### src/hdl/dram_ctl_defs.vh
// constants for the 4k x 1 dynamic ram controller
// assumes mclk at 100 MHz and a ram with an active-low strobe and open-drain data
`ifndef DRAM_CTL_DEFS_VH
`define DRAM_CTL_DEFS_VH
`define DRC_CLK_MHZ        100
`define DRC_ADDR_W         12
`define DRC_ROW_W          6
`define DRC_ROWS           64
`define DRC_REFRESH_NS     2000000
// cycle phases in ns
`define DRC_SETUP_NS       250
`define DRC_LOW_NS         300
`define DRC_PRECHG_NS      300
`define DRC_SETUP_CYC      ((`DRC_SETUP_NS * `DRC_CLK_MHZ + 999) / 1000)
`define DRC_LOW_CYC        ((`DRC_LOW_NS * `DRC_CLK_MHZ + 999) / 1000)
`define DRC_PRECHG_CYC     ((`DRC_PRECHG_NS * `DRC_CLK_MHZ + 999) / 1000)
// refresh spacing: whole period spread over all rows, rounded down, then halved for margin
`define DRC_REF_INTERVAL   ((`DRC_REFRESH_NS / 10 * `DRC_CLK_MHZ / 100) / `DRC_ROWS / 2)
`endif

### src/hdl/dram_ctl_timer.v
// down-counter that pulses done when a loaded count has elapsed
// assumes load and count come from logic on mclk
`timescale 1ns/1ps
`default_nettype none
module dram_ctl_timer (
    input  wire        mclk,
    input  wire        srst,
    input  wire        load,
    input  wire [15:0] count,
    output reg         done
);
    reg [15:0] cnt_q;

    // done is one pulse as the counter steps from one to zero
    always @(posedge mclk) begin
        if (srst) begin
            cnt_q <= 16'h0000;
            done  <= 1'b0;
        end else if (load) begin
            cnt_q <= count;
            done  <= 1'b0;
        end else begin
            done <= (cnt_q == 16'h0001);
            if (cnt_q != 16'h0000)
                cnt_q <= cnt_q - 16'h0001;
        end
    end
endmodule // dram_ctl_timer
`default_nettype wire

### src/hdl/dram_ctl.v
// controller for a 4k x 1 dynamic ram: access cycles plus interleaved row refresh
// assumes the data pin has an external pull-up; the wire level is resolved outside
// a refresh may be taken ahead of the first request after reset
`timescale 1ns/1ps
`default_nettype none
`include "dram_ctl_defs.vh"
module dram_ctl #(
    parameter REF_INTERVAL = `DRC_REF_INTERVAL
) (
    input  wire        mclk,
    input  wire        srst,
    input  wire        reqValid,
    input  wire        reqWrite,
    input  wire [11:0] reqAddr,
    input  wire        reqData,
    output reg         reqReady,
    output reg         rspValid,
    output reg         rspData,
    output reg         ramStrobeN,
    output reg         ramReadSel,
    output reg  [11:0] wordAddress,
    input  wire        ramDataIn,
    output reg         ramDataOut,
    output reg         ramDataOe
);
    // one memory cycle runs through five states:
    //   idle   strobe high, ram in standby; pick a refresh or a user request
    //   setup  address and mode settle on the pins before the strobe falls
    //   low    strobe low; the ram reads or writes the latched address
    //   pre    strobe high again; the ram precharges, write data released after its first cycle
    //   done   bump the refresh row after a refresh, back to idle
    // phase lengths come from the shared timer, loaded on entry to setup, low and pre
    // refresh beats user requests in idle, so a busy user cannot starve a row
    // limitation: one cycle in flight at a time, no read-modify-write cycle
    // trade-off: long fixed phases instead of per-grade timing, for margin
    localparam [4:0] ST_IDLE  = 5'h01;
    localparam [4:0] ST_SETUP = 5'h02;
    localparam [4:0] ST_LOW   = 5'h04;
    localparam [4:0] ST_PRE   = 5'h08;
    localparam [4:0] ST_DONE  = 5'h10;
    localparam [15:0] SETUP_CYC  = `DRC_SETUP_CYC;
    localparam [15:0] LOW_CYC    = `DRC_LOW_CYC;
    localparam [15:0] PRECHG_CYC = `DRC_PRECHG_CYC;
    localparam [31:0] REF_LIM    = REF_INTERVAL;

    // sequencer state and refresh bookkeeping
    reg  [4:0]  state_q;
    reg  [5:0]  refRow_q;
    reg  [31:0] refCnt_q;
    reg         refPend_q;

    // kind of the cycle in flight, latched when idle takes it
    reg         isRef_q;
    reg         isWrite_q;

    // data pin synchroniser
    reg         dSync1_q;
    reg         dSync2_q;

    // phase timer handshake
    reg         tLoad;
    reg  [15:0] tCount;
    wire        tDone;

    // one timer shared by all phases; only one phase runs at a time
    dram_ctl_timer uTimer (
        .mclk  (mclk),
        .srst  (srst),
        .load  (tLoad),
        .count (tCount),
        .done  (tDone)
    );

    // data pin comes from outside: two flops before use
    // both flops reset to the pulled-up idle level of the pin
    always @(posedge mclk) begin
        if (srst) begin
            dSync1_q <= 1'b1;
            dSync2_q <= 1'b1;
        end else begin
            dSync1_q <= ramDataIn;
            dSync2_q <= dSync1_q;
        end
    end

    // refresh interval counter; pending refresh set wins over its clear
    // the counter wraps every REF_LIM cycles; idle is the only taker of the flag
    always @(posedge mclk) begin
        if (srst) begin
            refCnt_q  <= 32'h00000000;
            refPend_q <= 1'b0;
        end else begin
            if (refCnt_q >= REF_LIM - 32'h00000001) begin
                refCnt_q  <= 32'h00000000;
                refPend_q <= 1'b1;
            end else begin
                refCnt_q <= refCnt_q + 32'h00000001;
                if (state_q == ST_IDLE && refPend_q)
                    refPend_q <= 1'b0;
            end
        end
    end

    // timer load requests per phase
    // precharge ends in pre with no reload; done falls straight back to idle
    always @* begin
        tLoad  = 1'b0;
        tCount = SETUP_CYC;
        case (state_q)
            ST_IDLE: begin
                if (refPend_q || reqValid) begin
                    tLoad  = 1'b1;
                    tCount = SETUP_CYC;
                end
            end
            ST_SETUP: begin
                if (tDone) begin
                    tLoad  = 1'b1;
                    tCount = LOW_CYC;
                end
            end
            ST_LOW: begin
                if (tDone) begin
                    tLoad  = 1'b1;
                    tCount = PRECHG_CYC;
                end
            end
            default: begin
                tLoad  = 1'b0;
                tCount = SETUP_CYC;
            end
        endcase
    end

    // cycle sequencer: refresh takes priority so no row starves
    always @(posedge mclk) begin
        if (srst) begin
            state_q     <= ST_IDLE;
            refRow_q    <= 6'h00;
            isRef_q     <= 1'b0;
            isWrite_q   <= 1'b0;
            reqReady    <= 1'b0;
            rspValid    <= 1'b0;
            rspData     <= 1'b0;
            ramStrobeN  <= 1'b1;
            ramReadSel  <= 1'b1;
            wordAddress <= 12'h000;
            ramDataOut  <= 1'b0;
            ramDataOe   <= 1'b0;
        end else begin
            reqReady <= 1'b0;
            rspValid <= 1'b0;
            case (state_q)
                // pins return to the standby levels while waiting
                ST_IDLE: begin
                    ramStrobeN <= 1'b1;
                    ramDataOe  <= 1'b0;
                    ramReadSel <= 1'b1;
                    if (refPend_q) begin
                        // refresh is a read whose result is thrown away
                        isRef_q     <= 1'b1;
                        isWrite_q   <= 1'b0;
                        // column lines left at zero; they do not matter here
                        wordAddress <= {6'h00, refRow_q};
                        state_q     <= ST_SETUP;
                    end else if (reqValid) begin
                        isRef_q     <= 1'b0;
                        isWrite_q   <= reqWrite;
                        wordAddress <= reqAddr;
                        ramReadSel  <= ~reqWrite;
                        ramDataOut  <= reqData;
                        // writes sink the pin only for a zero, the pull-up gives a one; reads leave the pin to the ram and its pull-up
                        ramDataOe   <= reqWrite;
                        reqReady    <= 1'b1;
                        state_q     <= ST_SETUP;
                    end
                end

                ST_SETUP: begin
                    // timer was loaded on the way in from idle
                    // address settled a full setup before the strobe falls
                    if (tDone) begin
                        ramStrobeN <= 1'b0;
                        state_q    <= ST_LOW;
                    end
                end

                ST_LOW: begin
                    if (tDone) begin
                        // two sync flops plus the ram access time fit well inside the low phase
                        // sample read data before strobe rises; pin held low only by ram
                        if (!isRef_q && !isWrite_q) begin
                            rspData  <= dSync2_q;
                            rspValid <= 1'b1;
                        end
                        ramStrobeN <= 1'b1;
                        state_q    <= ST_PRE;
                    end
                end

                ST_PRE: begin
                    // hold write data through the rising strobe, then release
                    // strobe is already high here, so the ram has taken the write bit
                    ramDataOe  <= 1'b0;
                    ramReadSel <= 1'b1;
                    if (tDone)
                        state_q <= ST_DONE;
                end

                ST_DONE: begin
                    // six-bit row counter wraps after the last row, visiting rows in order
                    if (isRef_q)
                        refRow_q <= refRow_q + 6'h01;
                    state_q <= ST_IDLE;
                end

                // unreachable codes fall back to idle
                default: begin
                    state_q <= ST_IDLE;
                end
            endcase
        end
    end
endmodule // dram_ctl
`default_nettype wire

### config.mk
export PLATFORM = sky130hd
export DESIGN_NAME = dram_ctl
export DESIGN_NICKNAME = d
export VERILOG_FILES = /design/src/hdl/dram_ctl_timer.v /design/src/hdl/dram_ctl.v
export VERILOG_INCLUDE_DIRS = /design/src /design/src/hdl
export SDC_FILE = /design/constraint.sdc
export NUM_CORES = 1
export LEC_CHECK = 0
export BUFFER_PORTS_ARGS = -buffer_cell sky130_fd_sc_hd__buf_4
export CAP_MARGIN = 20
export CORE_ASPECT_RATIO = 1.25
export CORE_MARGIN = 3
export CORE_UTILIZATION = 52
export DETAILED_ROUTE_END_ITERATION = 16
export GPL_TIMING_DRIVEN = 0
export PLACE_DENSITY = 0.82
export RECOVER_POWER = 100
export SLEW_MARGIN = 25
export SYNTH_ARGS = -nofsm -noshare
export SYNTH_HDL_FRONTEND = slang
export SYNTH_HIERARCHICAL = 1
export SYNTH_SLANG_ARGS = --single-unit
### constraint.sdc
create_clock -name mclk -period 2.1 [get_ports mclk]
set_input_delay 0.21 -clock mclk [delete_from_list [all_inputs] [get_ports mclk]]
set_output_delay 0.21 -clock mclk [all_outputs]
set_load 0.05 [all_outputs]
[Word-level counts from Yosys, hierarchy flattened]
Index checks and enable logic that the tools add are counted.
W data, S select, Z words.
Cells by class
  add/subtract/negate cells: 3
  $lt $le $gt $ge: 1
  equal/unequal tests: 10
  multiplexer cells: 32
  bitwise gates (word level): 5
  reductions and logical operators: 22
Operators by type and width (number)
  $add A32 B1 Y32 const B: 1
  $ge A32 B11 Y1 const B: 1
  $mux W16: 2
  $mux W5: 5
  $mux W12: 2
  $pmux W5 S4: 1
  $eq A16 B1 Y1 const B: 1
  $mux W1: 16
  $reduce_bool A16 Y1: 1
  $sub A16 B1 Y16 const B: 1
  $reduce_and A3 Y1: 3
  $reduce_bool A2 Y1: 4
  $add A6 B1 Y6 const B: 1
  $mux W3: 2
  $ne A2 B1 Y1 const B: 3
  $pmux W1 S2: 3
  $reduce_or A2 Y1: 3
  $reduce_or A3 Y1: 2
  $eq A5 B1 Y1 const B: 1
  $eq A5 B2 Y1 const B: 1
  $eq A5 B3 Y1 const B: 1
  $eq A5 B4 Y1 const B: 1
  $eq A5 B5 Y1 const B: 1
  $not A1 Y1: 5
  8 further kinds: 11
Storage, ports and cells
  bits in registers: 84
  bits of input ports: 18
  output and inout bits: 19
  word-level logic and storage cells: 91

[Depth between registers and ports, before layout]
  word-level depth: 4
  depth in mapped cells: 9
  gate-level depth less buffers: 7

[By module]
Netlist, hierarchy kept.
Modules (own cells, without submodules)
  dram_ctl: times used 1, cells an instance 269, area an instance 2651.3 um^2, seq. area each 1341.3 um^2
  dram_ctl_timer: times used 1, cells an instance 111, area an instance 988.4 um^2, seq. area each 340.3 um^2

[Least setup slack after synthesis]
Ideal clock, no wire load.
  path kind: reg-to-reg
  start point: register state_q[0]
  end point: register uTimer.cnt_q[1]
  library setup time: 0.059 ns
  data arrival time: 1.933 ns
  required time: 2.041 ns
  path slack: 0.107 ns
  stages on the path, launching flop included: 9
  buffers on the path: 2
  clock period less this slack: 1.993 ns
  path through: dfxtp_1 -> buf_2 -> nor3b_1 -> buf_2 -> nand3_1 -> nand2_1 -> inv_1 -> nor2_1 -> a22o_1
On the way
  longest elaborated chain between the ends: 4
  elaborated cells on any way between the ends: 8
  those cells by class: eq/ne: 3; mux: 3; reduce/logical: 2
RTL lines
  start: declaration: line dram_ctl.v:47  | reg [4:0] state_q;
  start signal: assignment: line dram_ctl.v:138  | state_q <= ST_IDLE;
  start signal: assignment: line dram_ctl.v:165  | state_q <= ST_SETUP;
  start signal: assignment: line dram_ctl.v:175  | state_q <= ST_SETUP;
  $eq A5 B3 Y1 / $eq A5 B2 Y1 (equally long branches): line dram_ctl.v:109  | case (state_q)
  $reduce_or A2 Y1 (no source line)
  $pmux W1 S2 (*): line dram_ctl.v:109
  named net tLoad: line dram_ctl.v:61  | reg tLoad;
  $mux W16 / $reduce_bool A2 Y1 (equally long branches)
  end signal: assignment: line dram_ctl_timer.v:20  | cnt_q <= count;
  end signal: assignment: line dram_ctl_timer.v:25  | cnt_q <= cnt_q - 16'h0001;
  end: declaration: line dram_ctl_timer.v:12  | reg [15:0] cnt_q;
Mark *: on every way through the listed nets, which the timed path passes. The rest lies on a longest branch.
A chain may end at the register's enable or synchronous reset.

[Worst setup path after layout]
  start point: register state_q[4]
  end point: register uTimer.cnt_q[11]
Same word-level chain as after synthesis.

==> impl_metrics.ini <==
[synthesis]
synth.avg_cell_area_sq_um = 9.58
synth_ff_type = dfxtp_1
synth.most_common_cell = dfxtp_1
netlist_instances = 380
synth_edf_count = 0
yosysTopAreaCell = dfxtp_1
synthArstFlopShare_pct = 0
netlist_area_sq_mm = 0.00364
ys_types = 65
ys_warn_count = 6
synth-seq-area-share_pct = 46.2
synth_seq_cells = 84
synthTopCellsByArea = dfxtp_1 46%, nor4_1 3.8%, mux2_2 2.5%
synth.top_cell.area_share_pct = 46.2
netlist_top_cells_count = 84 x dfxtp_1, 23 x nand2_1, 22 x nor4_1

[worst_setup_path]
required_ps = 2390
crit_top_cell = nand3_1
slowest_stage = or4b_2
setup.worst_path.class = reg2reg
worstReg2RegStart = state_q[4]
cp_cell_sequence = nor2_2 > clkbuf_2 > nand3_1 > nand2_2 > or4b_2 > nand3_1
crit_start = state_q[4]
r2r_slack_ps = 110
r2r-end = uTimer/cnt_q[11]
crit_arrival_ps = 2280
r2r_cells = 6
critPathMaxStageDelay_ps = 680
worstPathMaxFanout = 10
cp-end-kind = flip-flop
crit_path_start_kind = flip-flop

[sta]
hold_slack_ps = 39.3
min_period_ps = 1990
fin_tns_setup_ps = 0
fmax_mhz = 502
fin_skew_ps = 13.4
final-hold-violation-count = 0
setup_viol = 0
tightest_slew_ps = 645
max-slew-margin-rel_pct = 56.8
setup_slack_ps = 107
fin_crit_sh_pct = 94.9
slew_viol_final = 0

[grt]
antenna_found_initial = 0
grt.total_usage_pct = 19.9
grt_first_pass_wirelength_um = 12800
grt_max_degree = 15
gr-total-overflow = 0
grt_pass1_vias = 2987

[route]
drt-vias-per-instance = 5.59
first_pass_iters = 4
wire_per_inst_um = 13.7
vias = 3082
drcViolationCount = 0
antenna_left = 0
drt_wl_total_um = 7550
drtIter0Drc = 198

[power_and_ir_drop]
p_total_mw = 3.85
vdd_drop_max_mv = 0.552
total_leakage_power_nw = 1.67
power-per-cell-area_mw_per_mm2 = 895

[placement]
numPortBuffers = 35
pre_cts_ws_ps = -523
gp_congestion = 0.871
dpl-instance-area_sq_mm = 0.00413
dp_hpwl_um = 5470
place_inst = 534

[final_layout]
drive_gt1_share_pct = 17.9
n_antenna_cell = 0
fillers = 564
finalNetCount = 483
final_cells = 551
syn2layout_area_growth_pct = 18.3
stdcell_area_sq_mm = 0.00431
final_util_pct = 64.4

[clock_tree]
cts.sinks = 84
clk-insertion-delay-late_ps = 350
cts_tree = built
holdBufCountCts = 0
cts_root_buf = clkbuf_8
clockBufferDepth = 2
cts_buffers = 9
cts.clk_slew.worst_paths_ps = 90
htreeDepth = 3

[worst_hold_path]
min_to = dSync1_q
hold_class = in2reg
holdPathStages = 2
min_from = ramDataIn

[floorplanning]
rows = 33
die_area_sq_mm = 0.00805
die-height_um = 99.5
start_util_pct = 54.4
die_w_um = 80.8
io_pins = 37
core_area_sq_mm = 0.00669

[outcome]
outcome = completed

[job]
maxCapViolations = 0
## critical path, delay by kind of cell, from the launching register on
family                 cells  cell delay (ps)
buffers and inverters      1              210
flip-flops                 1              540
AND/OR/NAND/NOR            5             1180
## area by class of cell
class	instances	area [sq um]	area share, %
plain buffers	23	111	2.59
well taps	87	109	2.53
flip-flops and latches	84	1680	39.0
clock inverters	6	62.6	1.45
repair buffers	36	199	4.62
inverters	17	63.8	1.48
clock buffers	10	138	3.20
multi-input cells	288	1940	45.1
## routing by layer
layer	GRT usage (%)	wire length [um]	vias to the layer above
li1	-	-	1521
met1	21.8	3090	1445
met2	34.7	3800	91
met3	4.62	429	25
met4	11.3	229	0
met5	0	0	-
## how the worst max path moves through the flow
stage | end | slack (ps) | cells past startpoint
final | uTimer/cnt_q[11] | 110 | 6
after global routing | uTimer/cnt_q[12] | -5 | 9
after global placement | uTimer/cnt_q[1] | -400 | 8
after CTS | uTimer/cnt_q[15] | 30 | 9
after floorplan | uTimer/cnt_q[1] | 110 | 8
after detailed placement | uTimer/cnt_q[1] | -520 | 8
## power by group
group	switching, mW	internal (mW)
Sequential	0.108	1.72
Clock	0.564	0.582
Combinational	0.528	0.353
Total	1.20	2.65
## cells by family after synthesis
family	count (synthesis)	share of synthesized area [%]
and+or+nand+nor	150	25.2
DFF	84	46.2
AOI/OAI and AO/OA	72	14.9
buffers and inverters	40	4.64
xor gates and xnor gates	16	3.85
muxes	10	3.03
adders and majority gates	6	2.06
other	2	0.206
## layout by cell type (no fill, tap or decap), types with 9 or more instances in the layout
cell and n:
a21oi_1 12, a22o_1 9, buf_4 17, clkbuf_1 28
clkbuf_8 10, conb_1 34, dfxtp_1 84, inv_1 17
nand2_1 22, nand3_1 12, nor2_1 18, nor3_1 14
nor4_1 22
## timing repair
action                     CTS  global route
pin swaps                    0             1
gates cloned                 0             0
setup endpoints to repair   16            14
buffers inserted             0             1
resized for setup            6             7
## sequential cells by signal, summed over array words and instances, names as in the netlist
signal / count
dSync2_q: 1
uTimer/done: 1
rspData: 1
isWrite_q: 1
uTimer/cnt_q: 16
ramReadSel: 1
state_q: 5
ramStrobeN: 1
ramDataOut: 1
isRef_q: 1
ramDataOe: 1
refRow_q: 6
refPend_q: 1
rspValid: 1
reqReady: 1
dSync1_q: 1
refCnt_q: 32
wordAddress: 12
No activity file was read; power rests on OpenSTA's default activity.
